<file path="src/logic/pcsk_params.svh">
// Offsets, field positions, reset values and codes of the socket control block
`ifndef PCSK_PARAMS_SVH
`define PCSK_PARAMS_SVH

// ----------------------------------------------------------------
// Register offsets in the socket register space
// ----------------------------------------------------------------
`define PCSK_OFS_POWER      8'h02
`define PCSK_OFS_IRQGEN     8'h03

// ----------------------------------------------------------------
// Power control fields
// ----------------------------------------------------------------
`define PCSK_PWR_GATE       7
`define PCSK_PWR_AUTO       5
`define PCSK_PWR_SUPPLY_EN  4
`define PCSK_PWR_VCC_HI     4
`define PCSK_PWR_VCC_LO     3
`define PCSK_PWR_VPP_HI     1
`define PCSK_PWR_VPP_LO     0
`define PCSK_PWR_MASK_L1    8'hB3
`define PCSK_PWR_MASK_L2    8'h9B
`define PCSK_PWR_RESET      8'h00

// ----------------------------------------------------------------
// Interrupt and general control fields
// ----------------------------------------------------------------
`define PCSK_IG_RING        7
`define PCSK_IG_CARD_RUN    6
`define PCSK_IG_IO_CARD     5
`define PCSK_IG_CSC_ROUTE   4
`define PCSK_IG_SEL_HI      3
`define PCSK_IG_SEL_LO      0
`define PCSK_IG_RESET       8'h00

// ----------------------------------------------------------------
// Codes
// ----------------------------------------------------------------
`define PCSK_COMPAT_CODE    4'h2
`define PCSK_SEL_NONE       4'h0
`define PCSK_SEL_SYS_MGMT   4'h2
`define PCSK_VCC_5V         2'h2
`define PCSK_VCC_3V3        2'h3

`endif

</file>
<file path="src/logic/pcsk_pkg.sv">
// Types shared by the socket control block
package pcsk_pkg;

   // Card Vpp request codes
   typedef enum logic [1:0] {
      PCSK_VPP_NONE = 2'b00,
      PCSK_VPP_VCC  = 2'b01,
      PCSK_VPP_12V  = 2'b10,
      PCSK_VPP_RSVD = 2'b11
   } pcsk_vpp_t;

   // Power control bit layout
   typedef enum logic [0:0] {
      PCSK_LAYOUT_COMPAT = 1'b0,
      PCSK_LAYOUT_EXT    = 1'b1
   } pcsk_layout_t;

endpackage : pcsk_pkg

</file>
<file path="src/logic/pcsk_irq_route.sv">
// Interrupt steering for card functional and status-change interrupts
`timescale 1ns/1ps
`include "pcsk_params.svh"

module pcsk_irq_route #(
   parameter int NUM_LINES = 16
) (
   // Clock and reset
   input  wire logic                 mclk,
   input  wire logic                 reset,
   // Interrupt sources
   input  wire logic                 func_irq,
   input  wire logic                 csc_irq,
   input  wire logic                 io_card,
   // Routing controls
   input  wire logic [3:0]           functional_irq_line_select,
   input  wire logic                 status_change_host_routing,
   input  wire logic [3:0]           status_change_line_select,
   // Routed outputs
   output logic      [NUM_LINES-1:0] irq_lines,
   output logic                      system_management_interrupt,
   output logic                      host_int
);
   import pcsk_pkg::*;

   // Only a full set of sixteen legacy lines can be served
   if (NUM_LINES != 16) begin : g_bad_lines
      $error("pcsk_irq_route: NUM_LINES must be 16");
   end

   // One-hot legacy line for a select code, none for zero or the system management code
   function automatic logic [NUM_LINES-1:0] line_of(input logic [3:0] code);
      logic [NUM_LINES-1:0] v;
      v = '0;
      if (code != `PCSK_SEL_NONE && code != `PCSK_SEL_SYS_MGMT) begin
         v[code] = 1'b1;
      end
      return v;
   endfunction : line_of

   logic                 func_act;
   logic                 func_host;
   logic [NUM_LINES-1:0] lines_d;
   logic                 smi_d;
   logic                 host_d;

   // Functional interrupts come only from I/O cards
   always_comb begin
      func_act  = func_irq & io_card;
      func_host = (functional_irq_line_select == `PCSK_SEL_NONE)
                  | status_change_host_routing;
      lines_d   = '0;
      smi_d     = 1'b0;
      host_d    = 1'b0;
      if (func_act) begin
         if (func_host) begin
            host_d = 1'b1;
         end else if (functional_irq_line_select == `PCSK_SEL_SYS_MGMT) begin
            smi_d = 1'b1;
         end else begin
            lines_d = line_of(functional_irq_line_select);
         end
      end
      if (csc_irq) begin
         if (status_change_host_routing) begin
            host_d = 1'b1;
         end else if (status_change_line_select == `PCSK_SEL_SYS_MGMT) begin
            smi_d = 1'b1;
         end else begin
            lines_d = lines_d | line_of(status_change_line_select);
         end
      end
   end

   // Registered routed outputs
   always_ff @(posedge mclk) begin
      if (reset) begin
         irq_lines                   <= '0;
         system_management_interrupt <= 1'b0;
         host_int                    <= 1'b0;
      end else begin
         irq_lines                   <= lines_d;
         system_management_interrupt <= smi_d;
         host_int                    <= host_d;
      end
   end

endmodule : pcsk_irq_route

</file>
<file path="src/logic/pcsk_socket_ctrl.sv">
// Socket power and interrupt/general control registers for a 16-bit card socket
`timescale 1ns/1ps
`include "pcsk_params.svh"

module pcsk_socket_ctrl (
   // Clock and reset
   input  wire logic                mclk,
   input  wire logic                reset,
   // Socket register port
   input  wire logic [7:0]          reg_addr,
   input  wire logic                reg_wr,
   input  wire logic                reg_rd,
   input  wire logic [7:0]          reg_wdata,
   output logic      [7:0]          reg_rdata,
   // Settings held elsewhere in the controller
   input  wire logic [3:0]          legacy_revision_field,
   input  wire logic                system_supply_control_bit,
   input  wire logic [3:0]          status_change_line_select,
   // Card side
   input  wire logic                card_present,
   input  wire logic                card_func_irq,
   input  wire logic                csc_irq,
   output logic                     card_output_gate,
   output logic                     card_reset,
   output logic                     ring_indicate_enable,
   output logic                     card_supply_enable,
   output logic      [1:0]          supply_voltage_out,
   output pcsk_pkg::pcsk_vpp_t      program_voltage_out,
   output logic                     socket_power_status,
   // Interrupt routing
   output logic      [15:0]         irq_lines,
   output logic                     system_management_interrupt,
   output logic                     host_int
);
   import pcsk_pkg::*;

   // ----------------------------------------------------------------
   // Register storage
   // ----------------------------------------------------------------
   logic [7:0]   pwr_q;
   logic [7:0]   irq_gen_q;
   pcsk_layout_t layout;
   logic [7:0]   pwr_mask;
   logic         wr_pwr;
   logic         wr_ig;
   logic         rd_pwr;
   logic         rd_ig;

   // Address decode
   always_comb begin
      wr_pwr = 1'b0;
      wr_ig  = 1'b0;
      rd_pwr = 1'b0;
      rd_ig  = 1'b0;
      if (reg_addr == `PCSK_OFS_POWER) begin
         wr_pwr = reg_wr;
         rd_pwr = reg_rd;
      end else if (reg_addr == `PCSK_OFS_IRQGEN) begin
         wr_ig = reg_wr;
         rd_ig = reg_rd;
      end
   end

   // Layout choice follows the revision field
   always_comb begin
      if (legacy_revision_field == `PCSK_COMPAT_CODE) begin
         layout   = PCSK_LAYOUT_COMPAT;
         pwr_mask = `PCSK_PWR_MASK_L1;
      end else begin
         layout   = PCSK_LAYOUT_EXT;
         pwr_mask = `PCSK_PWR_MASK_L2;
      end
   end

   // Power control register; only bits live in the current layout take a write
   always_ff @(posedge mclk) begin
      if (reset) begin
         pwr_q <= `PCSK_PWR_RESET;
      end else if (wr_pwr) begin
         pwr_q <= (reg_wdata & pwr_mask) | (pwr_q & ~pwr_mask);
      end
   end

   // Interrupt and general control register, all bits read/write
   always_ff @(posedge mclk) begin
      if (reset) begin
         irq_gen_q <= `PCSK_IG_RESET;
      end else if (wr_ig) begin
         irq_gen_q <= reg_wdata;
      end
   end

   // Read data, registered; unmapped offsets read zero
   always_ff @(posedge mclk) begin
      if (reset) begin
         reg_rdata <= 8'h00;
      end else if (rd_pwr) begin
         reg_rdata <= pwr_q & pwr_mask;
      end else if (rd_ig) begin
         reg_rdata <= irq_gen_q;
      end else begin
         reg_rdata <= 8'h00;
      end
   end

   // ----------------------------------------------------------------
   // Socket power
   // ----------------------------------------------------------------
   logic       vcc_on;
   logic [1:0] vcc_code;
   logic [1:0] vcc_req;

   // Vcc decision per layout
   always_comb begin
      vcc_req = pwr_q[`PCSK_PWR_VCC_HI:`PCSK_PWR_VCC_LO];
      if (layout == PCSK_LAYOUT_COMPAT) begin
         vcc_on = pwr_q[`PCSK_PWR_SUPPLY_EN] & system_supply_control_bit;
         if (pwr_q[`PCSK_PWR_AUTO] && !card_present) begin
            vcc_on = 1'b0;
         end
         vcc_code = vcc_on ? `PCSK_VCC_5V : 2'h0;
      end else begin
         vcc_on   = (vcc_req == `PCSK_VCC_5V) || (vcc_req == `PCSK_VCC_3V3);
         vcc_code = vcc_on ? vcc_req : 2'h0;
      end
   end

   // Registered socket power outputs
   always_ff @(posedge mclk) begin
      if (reset) begin
         card_supply_enable  <= 1'b0;
         supply_voltage_out  <= 2'h0;
         program_voltage_out <= PCSK_VPP_NONE;
         socket_power_status <= 1'b0;
      end else begin
         card_supply_enable  <= vcc_on;
         supply_voltage_out  <= vcc_code;
         program_voltage_out <= vcc_on ?
            pcsk_vpp_t'(pwr_q[`PCSK_PWR_VPP_HI:`PCSK_PWR_VPP_LO]) :
            PCSK_VPP_NONE;
         socket_power_status <= vcc_on;
      end
   end

   // ----------------------------------------------------------------
   // Card control
   // ----------------------------------------------------------------
   always_ff @(posedge mclk) begin
      if (reset) begin
         card_output_gate     <= 1'b0;
         card_reset           <= 1'b1;
         ring_indicate_enable <= 1'b0;
      end else begin
         card_output_gate     <= pwr_q[`PCSK_PWR_GATE];
         card_reset           <= ~irq_gen_q[`PCSK_IG_CARD_RUN];
         ring_indicate_enable <= irq_gen_q[`PCSK_IG_RING];
      end
   end

   // Interrupt steering; card type gates functional interrupts
   pcsk_irq_route #(
      .NUM_LINES (16)
   ) u_route (
      .mclk                        (mclk),
      .reset                       (reset),
      .func_irq                    (card_func_irq),
      .csc_irq                     (csc_irq),
      .io_card                     (irq_gen_q[`PCSK_IG_IO_CARD]),
      .functional_irq_line_select  (irq_gen_q[`PCSK_IG_SEL_HI:`PCSK_IG_SEL_LO]),
      .status_change_host_routing  (irq_gen_q[`PCSK_IG_CSC_ROUTE]),
      .status_change_line_select   (status_change_line_select),
      .irq_lines                   (irq_lines),
      .system_management_interrupt (system_management_interrupt),
      .host_int                    (host_int)
   );
endmodule : pcsk_socket_ctrl

</file>
<file path="config.mk">
export PLATFORM = sky130hd
export DESIGN_NAME = pcsk_socket_ctrl
export DESIGN_NICKNAME = d
export VERILOG_FILES = /design/src/logic/pcsk_pkg.sv /design/src/logic/pcsk_irq_route.sv /design/src/logic/pcsk_socket_ctrl.sv
export VERILOG_INCLUDE_DIRS = /design/src /design/src/logic
export SDC_FILE = /design/constraint.sdc
export NUM_CORES = 1
export LEC_CHECK = 0
export BUFFER_PORTS_ARGS = -buffer_cell sky130_fd_sc_hd__buf_2
export CORE_ASPECT_RATIO = 1.4
export CORE_MARGIN = 2
export CORE_UTILIZATION = 49
export CTS_BUF_LIST = sky130_fd_sc_hd__clkbuf_4 sky130_fd_sc_hd__clkbuf_8 sky130_fd_sc_hd__clkbuf_16
export CTS_CLUSTER_SIZE = 20
export DETAILED_ROUTE_END_ITERATION = 8
export PLACE_DENSITY_LB_ADDON = 0.05
export SYNTH_ARGS = -nofsm -noshare
export SYNTH_HDL_FRONTEND = slang
export SYNTH_SLANG_ARGS = --single-unit
</file>
<file path="constraint.sdc">
create_clock -name mclk -period 1.87 [get_ports mclk]
set_input_delay 0.187 -clock mclk [delete_from_list [all_inputs] [get_ports mclk]]
set_output_delay 0.187 -clock mclk [all_outputs]
set_load 0.02 [all_outputs]
</file>
==> results of run 1 <==
[state kept, by name, summed over array words and instances (netlist names), named ones only]
| name | count |
|---|---|
| supply_voltage_out | 2 |
| reg_rdata | 8 |
| ring_indicate_enable | 1 |
| u_route.irq_lines | 16 |
| card_output_gate | 1 |
| u_route.host_int | 1 |
| u_route.system_management_interrupt | 1 |
| pwr_q | 4 |
| program_voltage_out | 2 |
| socket_power_status | 1 |
| card_reset | 1 |
| irq_gen_q | 8 |
[placed cells by master (no fill, tap or decap), types with 3 or more instances in the layout]
master,count
buf_2,66
dfxtp_1,48
nand2b_1,20
nor2_1,19
mux2i_1,16
a21oi_1,10
a22oi_1,10
nand3_1,8
nand2_1,5
and3_1,5
clkbuf_8,5
nor2b_1,4
nand4_1,4
nor3b_1,4
buf_4,4
and3b_1,3
nand4b_1,3
[worst register-to-register path: stages, from the launching register on]
cell     delay, ps
dfxtp_1        470
nor3b_1        460
a22oi_1        180
nor2_1         110
[power groups by stage]
| stage | combinational (mW) | sequential (mW) | clock, mW |
|---|---|---|---|
| 2_1_floorplan | 0.0521 | 1.06 | 0 |
| 3_3_place_gp | 0.118 | 1.05 | 0 |
| 6_report | 0.118 | 1.03 | 0.563 |
| 5_1_grt | 0.131 | 1.03 | 0.633 |
| 3_5_place_dp | 0.119 | 1.05 | 0 |
| 4_1_cts | 0.119 | 1.03 | 0.585 |
[path summary, 6_finish.rpt]
check / cells past startpoint / start / to
setup / recovery: 3 / irq_gen_q[3] / u_route.irq_lines[10]
hold / removal: 3 / reg_wdata[2] / irq_gen_q[2]
setup reg to reg: 3 / irq_gen_q[3] / u_route.irq_lines[10]
hold reg to reg: 1 / irq_gen_q[6] / card_reset
[cell type report]
| cell class | count | area (sq um) |
|---|---|---|
| inverters | 2 | 7.51 |
| repair buffers | 70 | 360 |
| clock buffers | 6 | 76.3 |
| well taps | 42 | 52.6 |
| fillers | 365 | 1350 |
| clock inverters | 1 | 5.00 |
| multi-input cells | 133 | 893 |
| flip-flops and latches | 48 | 961 |
[Yosys cell counts, types with 4 or more instances]
cell type | instances | area (sq um)
nand2_1 | 5 | 18.8
clkbuf_1 | 7 | 26.3
and3_1 | 5 | 31.3
nand4_1 | 4 | 25.0
nand3_1 | 8 | 40.0
nor3b_1 | 4 | 30.0
a22oi_1 | 10 | 75.1
mux2i_1 | 16 | 160
nor2_1 | 19 | 71.3
a21oi_1 | 10 | 50.1
dfxtp_1 | 48 | 961
nand2b_1 | 20 | 125
nor2b_1 | 4 | 25.0
[layer usage]
layer,track usage [%],up-vias,part of all wire [%]
li1,-,818,-
met1,20.3,729,41
met2,35.2,48,53
met3,4.50,6,5.1
met4,8.37,0,1.0
met5,0,-,0
[kinds of logic (layout without fill, tap and decap cells)]
kind of cell	after synthesis	in the layout	synth area share, %
multiplexers	16	16	8.39
flip-flops	48	48	50.4
other	1	2	0.197
AO/OA/AOI/OAI	25	25	8.39
buffers and inverters	12	79	3.02
AND/OR/NAND/NOR	90	90	29.6
[per-stage QoR]
stage | cell area (sq um) | power, mW | hold WS (ps) | worst slack (ps)
6_report | 2360 | 1.71 | 147 | 589
4_1_cts | 2360 | 1.73 | 138 | 590
2_1_floorplan | 1910 | 1.11 | 335 | 494
3_3_place_gp | 2270 | 1.17 | 409 | 331
5_1_grt | 2360 | 1.79 | 141 | 408
3_5_place_dp | 2270 | 1.17 | 408 | 293
==> reports/metrics.csv, run 1 <==
metric,value,unit
Synth Warn #,0,
"FF+latch count, synth",48,
Logic pwr share,6.9,%
via/cell ratio,5.30,
Flop pwr share,60.1,%
Post-Syn Area,0.00191,sq mm
CP max-delay cell,dfxtp_1,
io pins,67,
largest net degree at the start of global routing,29,
initial core utilization,51.5,%
Post-CTS Setup Bufs,0,
Worst EP arrival,1510,ps
"slowest stage delay, CP",470,ps
first-pass GRT wire length,6750,um
CP endpoint kind,flop,
flop2flop setup slack,590,ps
Leak Pwr,1.09,nW
layout cell share with drive strength beyond 1,31.2,%
Peak Freq,780,MHz
drc violations,0,
Switching Power,0.361,mW
maximum VDD drop,0.595,mV
unrepaired setup endpoints after global routing,false,
Wirelength per Cell,13.1,um
core region area,0.00371,sq mm
post-synthesis sequential area ratio,50.4,%
CTS tree,yes,
DP Cell Count,295,
P&R area growth vs syn,23.5,%
cell-internal power,1.35,mW
critical-path maximum fanout,10,
DIE HEIGHT,77.8,um
DPL Wire Length,2980,um
Clock power frac,32.9,%
die area,0.00442,sq mm
drt total wl,3960,um
Final setup viols,0,
Non-Filler Instances,302,
outcome,completed,
period utilization,68.5,%
# diodes,0,
async set-or-reset flop fraction in the synthesized netlist,0,%
critical path's top delay family,simple AND/OR/NAND/NOR gates,
fin. max-slew vios,0,
All-Layer GR Usage,19.2,%
Final Hold Viols,0,
Final Skew,3.45,ps
clk_lat worst skew,290,ps
Post-synth EDFFs,0,
ys flop type,dfxtp_1,
num rows,26,
Num CTS Buffers,5,
Critical Path Source Type,flop,
"Clk pin slew, worst setup/hold paths",80,ps
vias,1601,
WP data required,2100,ps
CTS root buffer,clkbuf_8,
DR iter-0 viols,75,
initial antenna violation count,0,
critical-path cell list,nor3b_1 > a22oi_1 > nor2_1,
synth unique cells,35,
I/O Buffers,66,
vias in the first global route,1585,
DR pass1 iterations,4,
Cells after Synth,192,
hold bufs inserted after CTS,0,
Post-Route Utilization,63.5,%
final weighted congestion in routability-driven placement,0.812,
TNS Setup,0,ps
Sw Ratio,21.1,%
Die X,56.7,um
GRT overflow,0,
Max Cap Viol,0,
clock sink count,48,
H-tree levels,2,
crit path time final,1280,ps
PwrDens,726,mW/mm^2
post-route ant nets,0,
hold crit path type,primary input to flop,
CP bufs+invs,0,
CP Class,flop to flop,
Bufs on Longest Clock Path,2,
Mapped Avg Cell Area,9.94,sq um
post-cts sizing count,0,
nets@finish,292,
Note: power is estimated with default switching activity, not from simulation.
==> inputs of run 2 (changes only) <==
clock period = 1.3 ns   (was 1.87 ns; I/O delays follow)
==> reports/metrics.csv, run 2 (synthesis results as in run 1) <==
metric,value,unit,change
outcome,completed,,
drc violations,0,,unchanged
# diodes,0,,unchanged
post-route ant nets,0,,unchanged
via/cell ratio,5.24,,-1.1%
vias in the first global route,1613,,+1.8%
biggest regs,"u_route.irq_lines: 16 flops, irq_gen_q: 8 flops, reg_rdata: 8 flops",,
CTS tree,yes,,
R2R Path Start,irq_gen_q[4],,
io pins,67,,unchanged
GRT overflow,0,,unchanged
I/O Buffers,66,,unchanged
CP endpoint kind,flop,,
final instance area,0.00248,sq mm,+5.2%
fin. max-slew vios,0,,unchanged
CTS root buffer,clkbuf_8,,
flop2flop setup slack,120,ps,-460 ps
Final setup viols,0,,unchanged
initial core utilization,51.5,%,unchanged
drt total wl,4140,um,+4.7%
Leak Pwr,1.16,nW,+6.0%
die area,0.00442,sq mm,unchanged
Non-Filler Instances,314,,+4.0%
core region area,0.00371,sq mm,unchanged
final weighted congestion in routability-driven placement,0.885,,+9.0%
"commonest non-fill, non-tap cell in the layout",buf_2,,
nets@finish,303,,+3.8%
R2R depth,4,,+1
PnR worst setup slack,125,ps,-464 ps
Critical Path Source Type,flop,,
DR iter-0 viols,71,,-5.3%
layout cell share with drive strength beyond 1,36.0,%,+4.9 points
Bufs on Longest Clock Path,2,,unchanged
Num CTS Buffers,5,,unchanged
largest reg by FF count,u_route.irq_lines,,
Final Skew,6.03,ps,+2.58 ps
Wirelength per Cell,13.2,um,+0.65%
CP Launch Point,irq_gen_q[4],,
"commonest cells after routing, fill and taps aside","66 x buf_2, 48 x dfxtp_1, 20 x nand2b_1, 19 x nor2_1, 16 x mux2i_1",,
first-pass GRT wire length,7020,um,+4.1%
Worst EP arrival,1360,ps,-150 ps
Post-DP Area,0.00237,sq mm,+4.1%
Reg-to-Reg End,u_route.irq_lines[14],,
CP Class,flop to flop,,
PwrDens,1050,mW/mm^2,+44%
DIE HEIGHT,77.8,um,unchanged
clock sink count,48,,unchanged
vias,1646,,+2.8%
Sequential Area,961,sq um,unchanged
unrepaired setup endpoints after global routing,false,,
Die X,56.7,um,unchanged
Overall Power,2.59,mW,+52%
DP Worst Slack,-166,ps,-459 ps
number of flip-flops in the largest register,16,,unchanged
hold crit path type,primary input to flop,,
DP Cell Count,306,,+3.7%
maximum VDD drop,0.896,mV,+51%
H-tree levels,2,,unchanged
DR pass1 iterations,4,,unchanged
Worst Hold Depth,3,,unchanged
crit path time final,1180,ps,-106 ps
WP data required,1490,ps,-610 ps
Hold Crit Start,reg_wdata[2],,
Peak Freq,851,MHz,+9.0%
Max Cap Viol,0,,unchanged
critical-path maximum fanout,5,,-5
All-Layer GR Usage,20.3,%,+1.2 points
P&R area growth vs syn,29.8,%,
multi-input logic area,916,sq um,+2.5%
largest net degree at the start of global routing,29,,unchanged
initial antenna violation count,0,,unchanged
fill count,341,,-6.6%
clk_lat worst skew,300,ps,about the same
period utilization,90.4,%,+22 points
"Clk pin slew, worst setup/hold paths",90,ps,about the same
num rows,26,,unchanged
Final Hold Viols,0,,unchanged
Hold Path End,irq_gen_q[2],,
DPL Wire Length,3150,um,+5.5%
==> run 2: changes by cell type in the layout (fill, tap and decap cells not counted), moves of 2 or more <==
cell and change:
buf_4 +11, clkinvlp_4 +2, nor3b_1 -2, nor3b_2 +2
==> run 2: where the power goes <==
group / internal, mW / leakage (nW) / switching (mW) / total (mW)
Sequential: 1.48 / 0.388 / 0.00187 / 1.48
Clock: 0.431 / 0.0434 / 0.497 / 0.928
Combinational: 0.0858 / 0.728 / 0.0982 / 0.184
Total: 1.99 / 1.16 / 0.597 / 2.59
==> run 2: cell type report <==
type	instances	share of cell area (%)
inverter	2	0.303
sequential	48	38.8
clock buffer	6	3.33
multi-input combinational	133	37.0
tap	42	2.12
timing repair buffer	81	17.9
clock inverter	2	0.606
==> run 2: stage by stage <==
step | utilization [%] | setup TNS, ps | hold slack [ps]
2_1_floorplan | - | 0 | 278
3_3_place_gp | 63.8 | -1040 | 394
3_5_place_dp | 63.8 | -1160 | 392
4_1_cts | 66.5 | 0 | 70.3
5_1_grt | 66.8 | 0 | 70.7
6_report | 66.8 | 0 | 75.8
==> run 2: per-layer routing <==
metal / global-route usage, % / vias to the layer above / share of wire, %
met1: 22.8 / 734 / 40
met4: 8.60 / 0 / 1.5
li1: - / 841 / -
met5: 0 / - / 0
met2: 35.5 / 65 / 51
met3: 5.67 / 6 / 7.3
==> run 2: worst max-delay path by stage <==
stage	end	slack, ps	depth (start not counted)
finish	u_route.irq_lines[14]	120	4
global route	u_route.irq_lines[5]	60	4
CTS	u_route.irq_lines[5]	40	4
detailed placement	pwr_q[7]	-170	4
global placement	pwr_q[1]	-140	4
floorplan	reg_rdata[5]	7	4
==> run 2: repair_timing <==
action                     4_1_cts  5_1_grt
resized for setup                0        3
setup endpoints to repair        0        6
hold buffers                     0        0
setup buffers                    0        0
==> run 2: critical path: stages, from the launching register on <==
cell,delay (ps)
dfxtp_1,410
buf_4,170
and3b_1,220
a22oi_1,200
nor2_1,60
==> inputs of run 3 (changes only) <==
SYNTH_HIERARCHICAL = 1   (was not set)
==> reports/metrics.csv, run 3 <==
metric,value,unit,change
ys flop type,dfxtp_1,,
Synth top area share,47.8,%,-2.6 points
Post-Route Utilization,64.6,%,-2.2 points
initial antenna violation count,0,,unchanged
"commonest non-fill, non-tap cell in the layout",buf_2,,
vias,1749,,+6.3%
CTS tree,yes,,
Post-Syn Area,0.00201,sq mm,+5.4%
die area,0.00464,sq mm,+5.0%
Max Cap Viol,0,,unchanged
post-synthesis sequential area ratio,47.8,%,-2.6 points
CP Class,flop to flop,,
"commonest cells after routing, fill and taps aside","66 x buf_2, 45 x dfxtp_1, 18 x nand2b_1, 16 x mux2i_1, 16 x nor2_1",,
Wirelength per Cell,13.5,um,+2.1%
Num CTS Buffers,5,,unchanged
crit path time final,1280,ps,+105 ps
CTS root buffer,clkbuf_8,,
drc violations,0,,unchanged
DP Worst Slack,-197,ps,-30.8 ps
clock sink count,48,,unchanged
cell-internal power,1.99,mW,-0.24%
Flop pwr share,56.9,%,-0.2 points
"FF+latch count, synth",48,,unchanged
CP Launch Point,irq_gen_q[4],,
period utilization,98.5,%,+8.1 points
P&R area growth vs syn,26.9,%,
Cells after Synth,202,,+5.2%
core region area,0.00395,sq mm,+6.6%
I/O Buffers,66,,unchanged
synth unique cells,44,,+26%
final weighted congestion in routability-driven placement,0.799,,-9.7%
PwrDens,1020,mW/mm^2,-2.7%
Logic pwr share,7.2,%,about the same
Final Skew,7.92,ps,+1.89 ps
DP Cell Count,314,,+2.6%
Post-synth EDFFs,0,,unchanged
final instance area,0.00255,sq mm,+3.0%
CP endpoint kind,flop,,
hold crit path type,primary input to flop,,
Critical Path Source Type,flop,,
DIE HEIGHT,79.8,um,+2.5%
critical-path maximum fanout,8,,+3
maximum VDD drop,0.769,mV,-14%
via/cell ratio,5.41,,+3.3%
Peak Freq,781,MHz,-8.2%
Hold Crit Start,reg_wdata[2],,
Sw Ratio,23.4,%,+0.36 points
WP data required,1550,ps,+60 ps
Non-Filler Instances,323,,+2.9%
async set-or-reset flop fraction in the synthesized netlist,0,%,unchanged
DR iter-0 viols,41,,-42%
first-pass GRT wire length,7070,um,+0.58%
H-tree levels,2,,unchanged
Synth top cells by count,"48 x dfxtp_1, 18 x nand2b_1, 16 x mux2i_1, 16 x nor2_1, 14 x a21oi_1",,
Final Hold Viols,0,,unchanged
top-count cell post-synth,dfxtp_1,,
drt total wl,4350,um,+5.1%
Synth area leader,dfxtp_1,,
clk_lat worst skew,300,ps,about the same
fin. max-slew vios,0,,unchanged
outcome,completed,,
nets@finish,311,,+2.6%
All-Layer GR Usage,19.9,%,-0.38 points
hold bufs inserted after CTS,0,,unchanged
post-route ant nets,0,,unchanged
Switching Power,0.608,mW,+1.8%
DPL Wire Length,3280,um,+4.2%
Clock power frac,35.9,%,about the same
GRT overflow,0,,unchanged
PnR worst setup slack,19.4,ps,-105 ps
Final setup viols,0,,unchanged
synth top area cells,"dfxtp_1 48%, mux2i_1 8.0%, nand2b_1 5.6%",,
Mapped Avg Cell Area,9.95,sq um,+0.16%
Bufs on Longest Clock Path,2,,unchanged
TNS Setup,0,ps,unchanged
num rows,27,,+3.8%
number of flip-flops in the largest register,16,,unchanged
io pins,67,,unchanged
largest net degree at the start of global routing,30,,+3.4%
R2R Path Start,irq_gen_q[4],,
"Clk pin slew, worst setup/hold paths",90,ps,about the same
biggest regs,"u_route/irq_lines: 16 flops, irq_gen_q: 8 flops, reg_rdata: 8 flops",,
layout cell share with drive strength beyond 1,37.1,%,+1.1 points
largest reg by FF count,u_route/irq_lines,,
DR pass1 iterations,4,,unchanged
# diodes,0,,unchanged
Worst EP arrival,1530,ps,+170 ps
Die X,58.1,um,+2.5%
vias in the first global route,1595,,-1.1%
Synth Warn #,6,,+6
initial core utilization,50.9,%,-0.58 points
Post-DP Area,0.00244,sq mm,+3.0%
Leak Pwr,1.12,nW,-3.3%
## run 3: worst paths after layout
check | endpoint | slack, ps | cells past startpoint
setup reg to reg | u_route/irq_lines[14] | 20 | 3
hold reg to reg | card_reset | 450 | 1
setup / recovery | u_route/irq_lines[14] | 20 | 3
hold / removal | irq_gen_q[2] | 100 | 3
## run 3: cells by family (layout without fill, tap and decap cells)
logic type	after synthesis	after routing	share of synthesized area [%]
and+or+nand+nor	98	98	32.4
DFF	48	48	47.8
buffers and inverters	14	91	3.86
other	1	2	0.187
AOI/OAI and AO/OA	25	25	7.78
muxes	16	16	7.96
## run 3: critical path, stage by stage, from the launching register on
cell and delay (ps):
dfxtp_4 370, nand4b_1 290, or3b_1 450, a21oi_2 110
## run 3: what timing repair did
| item | 4_1_cts | 5_1_grt |
|---|---|---|
| endpoints found under the setup margin | 0 | 5 |
| buffers inserted | 0 | 1 |
| gates resized for setup | 0 | 5 |
## run 3: metal layers
| metal | share of wire [%] | global-route usage [%] | wire (um) |
|---|---|---|---|
| met5 | 0 | 0 | 0 |
| met4 | 2.6 | 10.0 | 111 |
| met3 | 4.8 | 3.73 | 210 |
| met2 | 52 | 34.9 | 2280 |
| met1 | 40 | 22.7 | 1740 |
## run 3: area by class of cell
type                       instances  area, sq um
clock buffer                       6         82.6
clock inverter                     2         15.0
fill                             370         1400
inverter                           2         7.51
multi-input combinational        141          983
sequential                        48          967
tap                               43         53.8
timing repair buffer              81          443
## run 3: power groups by stage
stage                     clock [mW]  combinational [mW]  sequential [mW]
after global placement             0               0.184             1.51
final                          0.932               0.188             1.48
after CTS                      0.954               0.186             1.48
after global routing           0.990               0.207             1.48
after floorplan                    0              0.0812             1.52
after detailed placement           0               0.185             1.51
## run 3: stage by stage
step           hold WS (ps)  power, mW
6_report               96.2       2.60
5_1_grt                 126       2.68
4_1_cts                96.8       2.62
3_5_place_dp            404       1.70
3_3_place_gp            406       1.70
2_1_floorplan           213       1.61
